[config.mk]
export PLATFORM = sky130hd
export DESIGN_NAME = mapbam_top
export DESIGN_NICKNAME = d
export VERILOG_FILES = /design/src/hw/mapbam_pkg.sv /design/src/hw/mapbam_top.sv
export SDC_FILE = /design/constraint.sdc
export NUM_CORES = 1
export LEC_CHECK = 0
export ABC_AREA = 1
export ABC_CLOCK_PERIOD_IN_PS = 3600
export BUFFER_PORTS_ARGS = -buffer_cell sky130_fd_sc_hd__buf_2
export CORE_UTILIZATION = 48
export DETAILED_ROUTE_END_ITERATION = 10
export GPL_TIMING_DRIVEN = 1
export PLACE_DENSITY = 0.84
export SYNTH_ARGS = -nofsm -noshare
export SYNTH_HDL_FRONTEND = slang
export SYNTH_SLANG_ARGS = --single-unit
[constraint.sdc]
create_clock -name clk_sys_i -period 3.6 [get_ports clk_sys_i]
set_clock_uncertainty 0.2 [all_clocks]
set_input_delay 0.54 -clock clk_sys_i [delete_from_list [all_inputs] [get_ports clk_sys_i]]
set_output_delay 0.54 -clock clk_sys_i [all_outputs]
set_load 0.005 [all_outputs]
[src/hw/mapbam_pkg.sv]
package mapbam_pkg;

  // Register offsets on the local register port (byte addresses, one word each).
  localparam logic [7:0] OFS_CW_AHB3  = 8'h00;
  localparam logic [7:0] OFS_CW_AHB5  = 8'h04;
  localparam logic [7:0] OFS_CW_APB23 = 8'h08;
  localparam logic [7:0] OFS_CW_APB4  = 8'h0c;
  localparam logic [7:0] OFS_BARRIER  = 8'h10;
  localparam logic [7:0] OFS_BAR_CTRL = 8'h14;

  // Control-word field positions.
  localparam int POS_NONSEC   = 30;
  localparam int POS_MSEL     = 29;
  localparam int POS_PROT_HI  = 30;
  localparam int POS_PROT_LO  = 24;
  localparam int POS_SDE      = 23;
  localparam int POS_INC_HI   = 5;
  localparam int POS_INC_LO   = 4;
  localparam int POS_SIZE_HI  = 2;
  localparam int POS_SIZE_LO  = 0;

  // Barrier register field positions.
  localparam int POS_BAR_IDLE = 0;
  localparam int POS_BAR_T_HI = 2;
  localparam int POS_BAR_T_LO = 1;
  localparam int POS_BAR_EN   = 0;

  // Reset values.
  localparam logic [6:0] AHB3_PROT_RST  = 7'h43;
  localparam logic       AHB5_NONSEC_RST = 1'h1;
  localparam logic       AHB5_MSEL_RST   = 1'h1;
  localparam logic [3:0] AHB5_HPROT_RST  = 4'h0;
  localparam logic [2:0] APB4_PROT_RST   = 3'h0;
  localparam logic [1:0] INC_RST         = 2'h0;
  localparam logic [2:0] SIZE_RST        = 3'h2;
  localparam logic [1:0] BAR_TYPE_RST    = 2'h0;
  localparam logic       BAR_EN_RST      = 1'h0;

  // Encodings.
  localparam logic [2:0] SIZE_BYTE   = 3'h0;
  localparam logic [2:0] SIZE_HALF   = 3'h1;
  localparam logic [2:0] SIZE_WORD   = 3'h2;
  localparam logic [1:0] INC_OFF     = 2'h0;
  localparam logic [1:0] INC_SINGLE  = 2'h1;
  localparam logic [1:0] INC_PACKED  = 2'h2;
  localparam logic [1:0] BAR_MEMORY  = 2'h1;
  localparam logic [1:0] BAR_SYNC    = 2'h3;

  typedef enum logic [0:0] {
    BAR_IDLE = 1'b0,
    BAR_WAIT = 1'b1
  } mapbam_bar_state_e;

  typedef struct packed {
    logic        wr;
    logic        rd;
    logic [7:0]  addr;
    logic [31:0] wdata;
  } mapbam_bus_req_s;

  typedef struct packed {
    logic [6:0] hprot;
    logic       hnonsec;
    logic [3:0] hmaster;
    logic [2:0] hsize;
  } mapbam_ahb5_attr_s;

endpackage

[src/hw/mapbam_top.sv]
`timescale 1ns/1ps
`default_nettype none

module mapbam_top
  import mapbam_pkg::*;
#(
  parameter bit         AHB3_SDE_MIRROR = 1'b1,
  parameter bit         SECURE_DEBUG    = 1'b1,
  parameter bit         PACKED_EN       = 1'b1,
  parameter bit         MSEL_EN         = 1'b1,
  parameter bit         NONSEC_EN       = 1'b1,
  parameter logic [3:0] OWN_MASTER_ID   = 4'h1,
  parameter logic [3:0] SECOND_MASTER_ID = 4'h2
) (
  input  wire logic              clk_sys_i,
  input  wire logic              srst_i,
  input  wire mapbam_bus_req_s   bus_req_i,
  output logic [31:0]            rdata_o,
  input  wire logic              secure_invasive_debug_auth_i,
  output logic                   bar_req_o,
  output logic [1:0]             bar_type_o,
  input  wire logic              bar_ack_i,
  output logic [3:0]             ahb3_hprot_o,
  output logic [2:0]             ahb3_hsize_o,
  output logic [1:0]             ahb3_addr_inc_o,
  output mapbam_ahb5_attr_s      ahb5_attr_o,
  output logic [1:0]             ahb5_addr_inc_o,
  output logic [2:0]             apb4_pprot_o,
  input  wire logic              apb4_req_i,
  input  wire logic              apb4_data_reg_i,
  output logic                   apb4_start_o,
  output logic                   apb4_err_o
);

  function automatic logic size_ok(input logic [2:0] v);
    size_ok = (v == SIZE_BYTE) || (v == SIZE_HALF) || (v == SIZE_WORD);
  endfunction

  function automatic logic inc_ok(input logic [1:0] v);
    inc_ok = (v == INC_OFF) || (v == INC_SINGLE) || (PACKED_EN && (v == INC_PACKED));
  endfunction

  logic              wr_ahb3;
  logic              wr_ahb5;
  logic              wr_apb4;
  logic              wr_bar;
  logic              wr_barc;
  logic [31:0]       wd;
  logic              sde_meta;
  logic              sde_sync;
  logic              sde_ahb3;
  logic              sde_sec;
  logic [6:0]        ahb3_prot;
  logic [1:0]        ahb3_inc;
  logic [2:0]        ahb3_size;
  logic              ahb5_nonsec;
  logic              ahb5_msel;
  logic [3:0]        ahb5_hp;
  logic [1:0]        ahb5_inc;
  logic [2:0]        ahb5_size;
  logic [2:0]        apb4_prot;
  logic              bar_en;
  logic [1:0]        bar_type;
  mapbam_bar_state_e bar_state;
  logic              bar_start;
  logic [31:0]       next_rdata;
  logic [31:0]       cw_ahb3;
  logic [31:0]       cw_ahb5;
  logic [31:0]       cw_apb23;
  logic [31:0]       cw_apb4;
  logic [31:0]       bar_word;

  assign wd      = bus_req_i.wdata;
  assign wr_ahb3 = bus_req_i.wr && (bus_req_i.addr == OFS_CW_AHB3);
  assign wr_ahb5 = bus_req_i.wr && (bus_req_i.addr == OFS_CW_AHB5);
  assign wr_apb4 = bus_req_i.wr && (bus_req_i.addr == OFS_CW_APB4);
  assign wr_bar  = bus_req_i.wr && (bus_req_i.addr == OFS_BARRIER);
  assign wr_barc = bus_req_i.wr && (bus_req_i.addr == OFS_BAR_CTRL);

  // The authentication level comes from outside this clock domain.
  always_ff @(posedge clk_sys_i) begin
    if (srst_i) begin
      sde_meta <= 1'b0;
      sde_sync <= 1'b0;
    end else begin
      sde_meta <= secure_invasive_debug_auth_i;
      sde_sync <= sde_meta;
    end
  end

  assign sde_ahb3 = AHB3_SDE_MIRROR ? sde_sync : 1'b0;
  assign sde_sec  = SECURE_DEBUG ? sde_sync : 1'b0;

  // AHB3 control word.
  always_ff @(posedge clk_sys_i) begin
    if (srst_i) begin
      ahb3_prot <= AHB3_PROT_RST;
      ahb3_inc  <= INC_RST;
      ahb3_size <= SIZE_RST;
    end else if (wr_ahb3) begin
      ahb3_prot <= wd[POS_PROT_HI:POS_PROT_LO];
      if (inc_ok(wd[POS_INC_HI:POS_INC_LO])) begin
        ahb3_inc <= wd[POS_INC_HI:POS_INC_LO];
      end
      if (size_ok(wd[POS_SIZE_HI:POS_SIZE_LO])) begin
        ahb3_size <= wd[POS_SIZE_HI:POS_SIZE_LO];
      end
    end
  end

  // AHB5 control word. Unsupported increment and size codes keep the old value,
  // so the bus never sees an encoding it cannot carry.
  always_ff @(posedge clk_sys_i) begin
    if (srst_i) begin
      ahb5_nonsec <= AHB5_NONSEC_RST;
      ahb5_msel   <= AHB5_MSEL_RST;
      ahb5_hp     <= AHB5_HPROT_RST;
      ahb5_inc    <= INC_RST;
      ahb5_size   <= SIZE_RST;
    end else if (wr_ahb5) begin
      ahb5_nonsec <= wd[POS_NONSEC];
      ahb5_msel   <= wd[POS_MSEL];
      ahb5_hp     <= wd[POS_PROT_LO+3:POS_PROT_LO];
      if (inc_ok(wd[POS_INC_HI:POS_INC_LO])) begin
        ahb5_inc <= wd[POS_INC_HI:POS_INC_LO];
      end
      if (size_ok(wd[POS_SIZE_HI:POS_SIZE_LO])) begin
        ahb5_size <= wd[POS_SIZE_HI:POS_SIZE_LO];
      end
    end
  end

  // APB4 control word; the APB2/APB3 word holds no writable state.
  always_ff @(posedge clk_sys_i) begin
    if (srst_i) begin
      apb4_prot <= APB4_PROT_RST;
    end else if (wr_apb4) begin
      apb4_prot <= wd[POS_PROT_LO+6:POS_PROT_LO+4];
    end
  end

  // Barrier enable.
  always_ff @(posedge clk_sys_i) begin
    if (srst_i) begin
      bar_en <= BAR_EN_RST;
    end else if (wr_barc) begin
      bar_en <= wd[POS_BAR_EN];
    end
  end

  // A barrier is issued only when enabled, idle and of a defined type.
  // Writes while one is outstanding are dropped rather than queued.
  assign bar_start = wr_bar && bar_en && (bar_state == BAR_IDLE) &&
                     ((wd[POS_BAR_T_HI:POS_BAR_T_LO] == BAR_MEMORY) ||
                      (wd[POS_BAR_T_HI:POS_BAR_T_LO] == BAR_SYNC));

  always_ff @(posedge clk_sys_i) begin
    if (srst_i) begin
      bar_type <= BAR_TYPE_RST;
    end else if (wr_bar && bar_en && (bar_state == BAR_IDLE)) begin
      bar_type <= wd[POS_BAR_T_HI:POS_BAR_T_LO];
    end
  end

  always_ff @(posedge clk_sys_i) begin
    if (srst_i) begin
      bar_state <= BAR_IDLE;
    end else begin
      case (bar_state)
        BAR_IDLE: begin
          if (bar_start) begin
            bar_state <= BAR_WAIT;
          end
        end
        BAR_WAIT: begin
          if (bar_ack_i) begin
            bar_state <= BAR_IDLE;
          end
        end
        default: begin
          bar_state <= BAR_IDLE;
        end
      endcase
    end
  end

  assign bar_req_o  = (bar_state == BAR_WAIT);
  assign bar_type_o = bar_type;

  // Bus attribute outputs.
  assign ahb3_hprot_o    = ahb3_prot[3:0];
  assign ahb3_hsize_o    = ahb3_size;
  assign ahb3_addr_inc_o = ahb3_inc;

  always_comb begin
    ahb5_attr_o.hprot   = {ahb5_hp[3], 1'b0, ahb5_hp[3], ahb5_hp[3],
                           ahb5_hp[2], ahb5_hp[1], ahb5_hp[0]};
    ahb5_attr_o.hnonsec = NONSEC_EN ? ahb5_nonsec : 1'b1;
    ahb5_attr_o.hmaster = (MSEL_EN && !ahb5_msel) ? SECOND_MASTER_ID : OWN_MASTER_ID;
    ahb5_attr_o.hsize   = ahb5_size;
  end
  assign ahb5_addr_inc_o = ahb5_inc;

  // A secure request is only honoured when secure debug is enabled.
  assign apb4_pprot_o = apb4_prot;
  assign apb4_start_o = apb4_req_i && (apb4_prot[1] || sde_sec);
  assign apb4_err_o   = apb4_req_i && apb4_data_reg_i && !apb4_prot[1] && !sde_sec;

  // Read views; every field not listed stays zero.
  always_comb begin
    cw_ahb3 = 32'h0;
    cw_ahb3[POS_PROT_HI:POS_PROT_LO] = ahb3_prot;
    cw_ahb3[POS_SDE]                 = sde_ahb3;
    cw_ahb3[POS_INC_HI:POS_INC_LO]   = ahb3_inc;
    cw_ahb3[POS_SIZE_HI:POS_SIZE_LO] = ahb3_size;
    cw_ahb5 = 32'h0;
    cw_ahb5[POS_NONSEC]              = NONSEC_EN ? ahb5_nonsec : 1'b0;
    cw_ahb5[POS_MSEL]                = MSEL_EN ? ahb5_msel : 1'b0;
    cw_ahb5[POS_PROT_LO+3:POS_PROT_LO] = ahb5_hp;
    cw_ahb5[POS_SDE]                 = sde_sec;
    cw_ahb5[POS_INC_HI:POS_INC_LO]   = ahb5_inc;
    cw_ahb5[POS_SIZE_HI:POS_SIZE_LO] = ahb5_size;
    cw_apb23 = 32'h0;
    cw_apb23[POS_INC_HI:POS_INC_LO]   = INC_OFF;
    cw_apb23[POS_SIZE_HI:POS_SIZE_LO] = SIZE_WORD;
    cw_apb4 = 32'h0;
    cw_apb4[POS_PROT_LO+6:POS_PROT_LO+4] = apb4_prot;
    cw_apb4[POS_SDE]                  = sde_sec;
    cw_apb4[POS_INC_HI:POS_INC_LO]    = INC_OFF;
    cw_apb4[POS_SIZE_HI:POS_SIZE_LO]  = SIZE_WORD;
    bar_word = 32'h0;
    bar_word[POS_BAR_T_HI:POS_BAR_T_LO] = bar_type;
    bar_word[POS_BAR_IDLE]              = (bar_state == BAR_IDLE);
  end

  always_comb begin
    case (bus_req_i.addr)
      OFS_CW_AHB3:  next_rdata = cw_ahb3;
      OFS_CW_AHB5:  next_rdata = cw_ahb5;
      OFS_CW_APB23: next_rdata = cw_apb23;
      OFS_CW_APB4:  next_rdata = cw_apb4;
      OFS_BARRIER:  next_rdata = bar_word;
      OFS_BAR_CTRL: next_rdata = {31'h0, bar_en};
      default:      next_rdata = 32'h0;
    endcase
  end

  // Read data stand only in the cycle after the strobe.
  always_ff @(posedge clk_sys_i) begin
    if (srst_i) begin
      rdata_o <= 32'h0;
    end else if (bus_req_i.rd) begin
      rdata_o <= next_rdata;
    end else begin
      rdata_o <= 32'h0;
    end
  end

  bar_res0_a: assert property (@(posedge clk_sys_i) disable iff (srst_i)
    (bus_req_i.rd && bus_req_i.addr == OFS_BARRIER) |=> (rdata_o[31:3] == 29'h0))
    else $error("Barrier reserved bits not zero.");

  bar_type_ok_a: assert property (@(posedge clk_sys_i) disable iff (srst_i)
    $rose(bar_req_o) |-> (bar_type_o == BAR_MEMORY || bar_type_o == BAR_SYNC))
    else $error("Barrier issued with reserved type.");

  bar_status_a: assert property (@(posedge clk_sys_i) disable iff (srst_i)
    (bus_req_i.rd && bus_req_i.addr == OFS_BARRIER) |=> (rdata_o[0] == !$past(bar_req_o)))
    else $error("Barrier idle bit wrong.");

  bar_gate_a: assert property (@(posedge clk_sys_i) disable iff (srst_i)
    (wr_bar && !bar_en && !bar_req_o) |=> !bar_req_o)
    else $error("Barrier issued while disabled.");

  ahb3_prot_rst_a: assert property (@(posedge clk_sys_i) disable iff (srst_i)
    $fell(srst_i) |-> (ahb3_prot == AHB3_PROT_RST && ahb3_hprot_o == 4'h3))
    else $error("AHB3 protection reset value wrong.");

  ahb3_sde_ro_a: assert property (@(posedge clk_sys_i) disable iff (srst_i)
    (bus_req_i.rd && bus_req_i.addr == OFS_CW_AHB3) |=> (rdata_o[POS_SDE] == $past(sde_ahb3)))
    else $error("AHB3 secure enable bit not read-only.");

  size_keep_a: assert property (@(posedge clk_sys_i) disable iff (srst_i)
    (wr_ahb3 && !size_ok(wd[2:0])) |=> $stable(ahb3_hsize_o))
    else $error("Illegal AHB3 size accepted.");

  hnonsec_rst_a: assert property (@(posedge clk_sys_i) disable iff (srst_i)
    $fell(srst_i) |-> ahb5_attr_o.hnonsec)
    else $error("Non-secure output not one after reset.");

  hprot_tie_a: assert property (@(posedge clk_sys_i) disable iff (srst_i)
    (ahb5_attr_o.hprot[6] == ahb5_attr_o.hprot[4]) && (ahb5_attr_o.hprot[4] == ahb5_attr_o.hprot[3])
    && !ahb5_attr_o.hprot[5])
    else $error("AHB5 protection mapping wrong.");

  apb_fixed_a: assert property (@(posedge clk_sys_i) disable iff (srst_i)
    (bus_req_i.rd && bus_req_i.addr == OFS_CW_APB23) |=> (rdata_o == 32'h2))
    else $error("APB2/3 control word not fixed.");

  apb4_block_a: assert property (@(posedge clk_sys_i) disable iff (srst_i)
    (apb4_req_i && !apb4_pprot_o[1] && !sde_sec) |-> (!apb4_start_o && (apb4_err_o == apb4_data_reg_i)))
    else $error("Secure APB4 transfer not blocked.");

  cw_res0_a: assert property (@(posedge clk_sys_i) disable iff (srst_i)
    (bus_req_i.rd && bus_req_i.addr == OFS_CW_AHB5) |=> (rdata_o[22:6] == 17'h0 && !rdata_o[3]))
    else $error("AHB5 reserved fields not zero.");

  hprot_map_a: assert property (@(posedge clk_sys_i) disable iff (srst_i)
    wr_ahb5 |=> (ahb5_attr_o.hprot == {$past(wd[POS_PROT_LO+3]), 1'b0, $past(wd[POS_PROT_LO+3]),
                 $past(wd[POS_PROT_LO+3]), $past(wd[POS_PROT_LO+2:POS_PROT_LO])}))
    else $error("AHB5 protection does not follow the control word.");

  hnonsec_wr_a: assert property (@(posedge clk_sys_i) disable iff (srst_i)
    wr_ahb5 |=> (ahb5_attr_o.hnonsec == (NONSEC_EN ? $past(wd[POS_NONSEC]) : 1'b1)))
    else $error("Non-secure output does not follow bit 30.");

  hmaster_sel_a: assert property (@(posedge clk_sys_i) disable iff (srst_i)
    wr_ahb5 |=> (ahb5_attr_o.hmaster ==
                 ((MSEL_EN && !$past(wd[POS_MSEL])) ? SECOND_MASTER_ID : OWN_MASTER_ID)))
    else $error("Master identity does not follow bit 29.");

  hsize_wr_a: assert property (@(posedge clk_sys_i) disable iff (srst_i)
    (wr_ahb5 && size_ok(wd[POS_SIZE_HI:POS_SIZE_LO])) |=>
    (ahb5_attr_o.hsize == $past(wd[POS_SIZE_HI:POS_SIZE_LO])))
    else $error("Legal AHB5 size not taken.");

  inc_keep_a: assert property (@(posedge clk_sys_i) disable iff (srst_i)
    (wr_ahb5 && !inc_ok(wd[POS_INC_HI:POS_INC_LO])) |=> $stable(ahb5_addr_inc_o))
    else $error("Unsupported AHB5 increment accepted.");

  ahb5_sde_ro_a: assert property (@(posedge clk_sys_i) disable iff (srst_i)
    (bus_req_i.rd && bus_req_i.addr == OFS_CW_AHB5) |=> (rdata_o[POS_SDE] == $past(sde_sec)))
    else $error("AHB5 secure enable bit not read-only.");

  pprot_wr_a: assert property (@(posedge clk_sys_i) disable iff (srst_i)
    wr_apb4 |=> (apb4_pprot_o == $past(wd[POS_PROT_LO+6:POS_PROT_LO+4])))
    else $error("APB4 protection does not follow bits 30:28.");

  pprot_pass_a: assert property (@(posedge clk_sys_i) disable iff (srst_i)
    (apb4_req_i && !apb4_pprot_o[1] && sde_sec) |-> (apb4_start_o && !apb4_err_o))
    else $error("Secure APB4 transfer not started.");

  apb4_fixed_a: assert property (@(posedge clk_sys_i) disable iff (srst_i)
    (bus_req_i.rd && bus_req_i.addr == OFS_CW_APB4) |=>
    (rdata_o[POS_INC_HI:POS_INC_LO] == INC_OFF && rdata_o[POS_SIZE_HI:POS_SIZE_LO] == SIZE_WORD))
    else $error("APB4 increment or size not fixed.");

  ahb3_res0_a: assert property (@(posedge clk_sys_i) disable iff (srst_i)
    (bus_req_i.rd && bus_req_i.addr == OFS_CW_AHB3) |=> (rdata_o[22:6] == 17'h0 && !rdata_o[3]))
    else $error("AHB3 reserved fields not zero.");

  bar_launch_a: assert property (@(posedge clk_sys_i) disable iff (srst_i)
    bar_start |=> (bar_req_o && bar_type_o == $past(wd[POS_BAR_T_HI:POS_BAR_T_LO])))
    else $error("Barrier not launched.");

  bar_hold_a: assert property (@(posedge clk_sys_i) disable iff (srst_i)
    (bar_req_o && !bar_ack_i) |=> (bar_req_o && $stable(bar_type_o)))
    else $error("Barrier dropped before acknowledge.");

  bar_release_a: assert property (@(posedge clk_sys_i) disable iff (srst_i)
    (bar_req_o && bar_ack_i) |=> !bar_req_o)
    else $error("Barrier held after acknowledge.");

endmodule

`default_nettype wire

# ---- Word level (Yosys, flattened, before mapping)
# Index checks and enable logic that the tools add are counted.
dict set report totals {
  reg_bits 64
  inputBits 48
  out_inout_bits 66
  elab_cells 61
}
dict set report op_classes {
  eq_ne 11
  mux 5
  bitwise 2
  n_reduce_logical 28
}
# cell n
set ops {}
lappend ops {{$pmux 31 s6} 1}
lappend ops {{$eq 8x4->1 const B} 2}
lappend ops {{$eq 8x5->1 const B} 2}
lappend ops {{$logic_and 1x1->1} 12}
lappend ops {{$eq 8x3->1 const B} 1}
lappend ops {{$logic_not 8->1} 1}
lappend ops {{$reduce_and 2->1} 4}
lappend ops {{$logic_or 1x1->1} 6}
lappend ops {{$eq 2x1->1 const B} 2}
lappend ops {{$eq 2x2->1 const B} 2}
lappend ops {{$eq 3x1->1 const B} 1}
lappend ops {{$eq 3x2->1 const B} 1}
lappend ops {{$logic_not 3->1} 1}
lappend ops {{$logic_not 1->1} 2}
lappend ops {{$logic_not 2->1} 1}
lappend ops {{$mux 1} 2}
lappend ops {{$mux 2} 1}
lappend ops {{$not 1->1} 2}
lappend ops {{$pmux 1 s2} 1}
lappend ops {{$reduce_or 2->1} 1}

# ---- Logic depth before layout (Yosys ltp)
dict set report depth {
  word_depth 7
  ltp_mapped 8
}

# ---- Least setup slack after synthesis
# No wires, ideal clock.
dict set report synth_timing {
  kind {input to register}
  start {input bus_req_i[39] (netlist bit)}
  end {register apb4_prot[1] (netlist: apb4_pprot_o[1])}
  setup_time_ps 132
  arrival_time_ps 1255
  slack_ps 2012
  path_stages 6
  n_path_buf 0
  cell_sequence {nor2_2 nand2_4 nor2_2 nand2_1 nand2_1 a21oi_1}
}
dict set report synth_between {
  elab_chain_len 2
}
# item line
set synth_rtl {}
lappend synth_rtl {{from (decl)} mapbam_top.sv:17} ;# input wire mapbam_bus_req_s bus_req_i,
lappend synth_rtl {{$eq 8x4->1} mapbam_top.sv:76} ;# assign wr_apb4 = bus_req_i.wr && (bus_req_i.addr == OFS_CW_APB4);
lappend synth_rtl {{$logic_and 1x1->1} mapbam_top.sv:76}
lappend synth_rtl {{to (signal assigned)} mapbam_top.sv:138} ;# apb4_prot <= wd[POS_PROT_LO+6:POS_PROT_LO+4];
lappend synth_rtl {{to (decl)} mapbam_top.sv:61} ;# logic [2:0] apb4_prot;
# Every way passes these cells.
# A chain may end at the register's enable or synchronous reset.

# ---- Final worst setup path
dict set report layout_timing {
  start {input srst_i}
  end {register rdata_o[4]}
}
dict set report layout_between {
  elab_chain_len 1
}
# item line
set layout_rtl {}
lappend layout_rtl {{from (decl)} mapbam_top.sv:16} ;# input wire logic srst_i,
lappend layout_rtl {{$reduce_or 2->1 (no source line)} --}
lappend layout_rtl {{to (signal assigned)} mapbam_top.sv:253} ;# rdata_o <= next_rdata;
lappend layout_rtl {{to (decl)} mapbam_top.sv:18} ;# output logic [31:0] rdata_o,
# Every way passes these cells.

==> metrics.csv <==
metric;value;unit
met2 usage in global routing;0.324;
CTS tree;yes;
Core Area;4350;sq um
WL/cell;11.1;um
layout cells sized above 1;0.285;
router iterations before antenna repair;4;
htree depth;2;
Pwr Density;376;nW/um^2
layout net count;398;
GR peak layer;met2;
CP Class;input pin to register;
WHS Path Cells;2;
hold path start;sde_meta$_SDFF_PP0_;
most instantiated cells after synthesis;nand2_1 (68), dfxtp_1 (45), buf_4 (30);
grt total ovfl;0;
DRT iter0 DRCs;93;
setup bufs post-CTS;0;
most common cell in the netlist;nand2_1;
critical path capture point type;register;
Post-synth top flop;dfxtp_1;
Worst-path clk slew;0.08;ns
top-area cell type share of the netlist area;0.415;
max frequency;0.549;GHz
Post-synth EDFFs;0;
synth warn;0;
Mapped Cells;290;
met1 global-route usage;0.241;
Leak;1.26;nW
Syn-to-layout area delta;15.2;%
Synth area leader;dfxtp_1;
Initial Utilization;0.498;
setup violators final;0;
Reg2Reg Setup Slack;2.50;ns
Tot GR Track Use;0.188;
minimum clock period;1.82;ns
Most common cell on crit path;inv_2;
Final Routed Wirelength;4480;um
ys async rst share;0;
period utilization;0.506;
critical path's top delay family;buffers and inverters;
first-pass GRT wire length;7470;um
cts bufs inserted;5;
RSZ-0062 raised after global routing;false;
ANT cells;0;
number of global-route vias before repair;1692;
Avg Cell Area, Syn;7.48;sq um
Pins Over Slew Limit;0;
worst r2r src;bar_en$_SDFFE_PP0P_;
met3 Usage GRT;0.0349;
vias per inst;4.84;
critical path required time;3.63;ns
worst skew pair latency;0.29;ns
top cells by area, synth;dfxtp_1 (42%), nand2_1 (12%), buf_4 (10%);
hpwl dp;3340;um
pin count of the biggest net entering global routing;26;
worst hold path type;register to register;
hold worst-path end;sde_ahb3$_SDFF_PP0_;
TNS Setup;0;ns
Yosys cell types;26;
vias;1952;
final instance area;2500;sq um
Antenna Violating Nets Remaining;0;
Synth Cell Area;2170;sq um
post-CTS sizing;0;
startpoint type of the worst setup path;input pin;
Area after DPL;2380;sq um
Seq/Total Area, Yosys;0.415;
clk sink count;45;
Hold-fix buffers, CTS;0;
CTS max path bufs;2;
root buf cell;clkbuf_8;
Max-Cap Viols;0;
sequential cell area;901;sq um
Crit Path Max Fanout;17;
# rows;24;
die area;4790;sq um
Reg2Reg Capture Point;bar_type_o[0]$_SDFFE_PP0P_;
path depth of the worst reg2reg path;4;
antenna violations before repair;0;
Die H;69.2;um
die width;69.2;um
crit path DAT;1.85;ns
delay of the slowest critical-path stage;0.30;ns
status;complete, no violations;
FILL cells;428;
number of remaining DRC errors;0;
IO buf count;71;
Worst Path Buf+Inv;3;
slowest library cell on the worst path;a21oi_1;
CP cell instances;buf_2 -> inv_2 -> nand2_4 -> inv_2 -> nand2_1 -> a21oi_1 -> o21a_1;
final hold vios;0;
num ports;114;
Multi-input gate area;962;sq um
peak supply drop;0.000221;V
#FFs+latches synth;45;
gpl congestion;0.842;
## power breakdown
| part | total [W] | switching [W] | internal, W | leakage (nW) |
|---|---|---|---|---|
| sequential | 0.000500 | 0.000000807 | 0.000499 | 0.363 |
| combinational | 0.0000613 | 0.0000427 | 0.0000186 | 0.846 |
| clock | 0.000380 | 0.000172 | 0.000208 | 0.0543 |
| total | 0.000941 | 0.000216 | 0.000725 | 1.26 |
## cells in the final DEF (no fill, tap or decap), types with 2 or more instances in the layout
master	netlist	routed
nand2_4	3	3
nor3_1	2	2
o21ai_0	6	6
inv_2	3	3
nand3_1	29	29
clkbuf_8	0	5
inv_1	24	24
nand4_1	8	8
o211ai_1	2	2
o21a_1	2	2
nor2_4	4	4
a21oi_1	23	23
buf_2	2	71
conb_1	1	22
nand2_2	3	3
nor2_1	19	19
nand2_1	68	68
nor2_2	5	5
dfxtp_1	45	45
## through the flow
stage | instances | util | power [W] | worst slack [ns] | hold slack [ns]
3_3_place_gp | 395 | 0.548 | 0.000571 | 1.49 | 0.196
4_1_cts | 403 | 0.574 | 0.000948 | 1.80 | 0.218
5_1_grt | 403 | 0.574 | 0.000977 | 1.70 | 0.239
3_5_place_dp | 395 | 0.548 | 0.000572 | 1.50 | 0.203
6_report | 403 | 0.574 | 0.000941 | 1.78 | 0.212
2_1_floorplan | 311 | - | 0.000563 | 2.01 | 0.188
## state kept, by name, summed over array words and instances, names as in the netlist
signal and cells:
bar_en 1, ahb5_addr_inc_o 2, ahb5_size 3, rdata_o 13, ahb5_hp 4, bar_req_o 1, ahb3_addr_inc_o 2, sde_ahb3 1
bar_type_o 2, ahb5_nonsec 1, sde_meta 1, apb4_pprot_o 3, ahb5_msel 1, ahb3_prot 7, ahb3_hsize_o 3
## logic make-up (layout without fill, tap and decap cells)
logic type | after synthesis | in the layout | share of synthesized area
DFF | 45 | 45 | 0.415
buffers and inverters | 66 | 106 | 0.178
and+or+nand+nor | 145 | 145 | 0.325
other | 1 | 22 | 0.00173
AOI/OAI and AO/OA | 33 | 33 | 0.0807
## worst max path at each step
stage,slack (ns),cells after the start,from,endpoint
6_report,1.78,7,srst_i,rdata_o[4]$_SDFF_PP0_
5_1_grt,1.70,8,srst_i,rdata_o[23]$_SDFF_PP0_
4_1_cts,1.80,7,srst_i,rdata_o[4]$_SDFF_PP0_
3_5_place_dp,1.50,7,srst_i,rdata_o[4]$_SDFF_PP0_
3_3_place_gp,1.49,7,srst_i,rdata_o[4]$_SDFF_PP0_
2_1_floorplan,2.01,6,bus_req_i[39],apb4_pprot_o[1]$_SDFFE_PP0P_
## per-layer routing
metal,wire (um),up-vias,share of wire
li1,-,992,-
met1,2020,868,0.45
met2,2150,90,0.48
met3,272,2,0.061
met4,34,0,0.0076
met5,0,-,0
## area by class of cell
cell class | count | area share
Clock inverter | 3 | 0.0185
Timing Repair Buffer | 71 | 0.142
Inverter | 27 | 0.0405
Multi-Input combinational cell | 200 | 0.385
Tap cell | 52 | 0.0260
Sequential cell | 45 | 0.360
Clock buffer | 5 | 0.0275
## worst reg2reg max path, cell delays in order, from the launching register on
cell     delay, ns
dfxtp_1       0.37
nand2_1       0.06
inv_1         0.10
nand4_1       0.14
a21oi_1       0.17
Note: power is estimated with default switching activity, not from simulation.
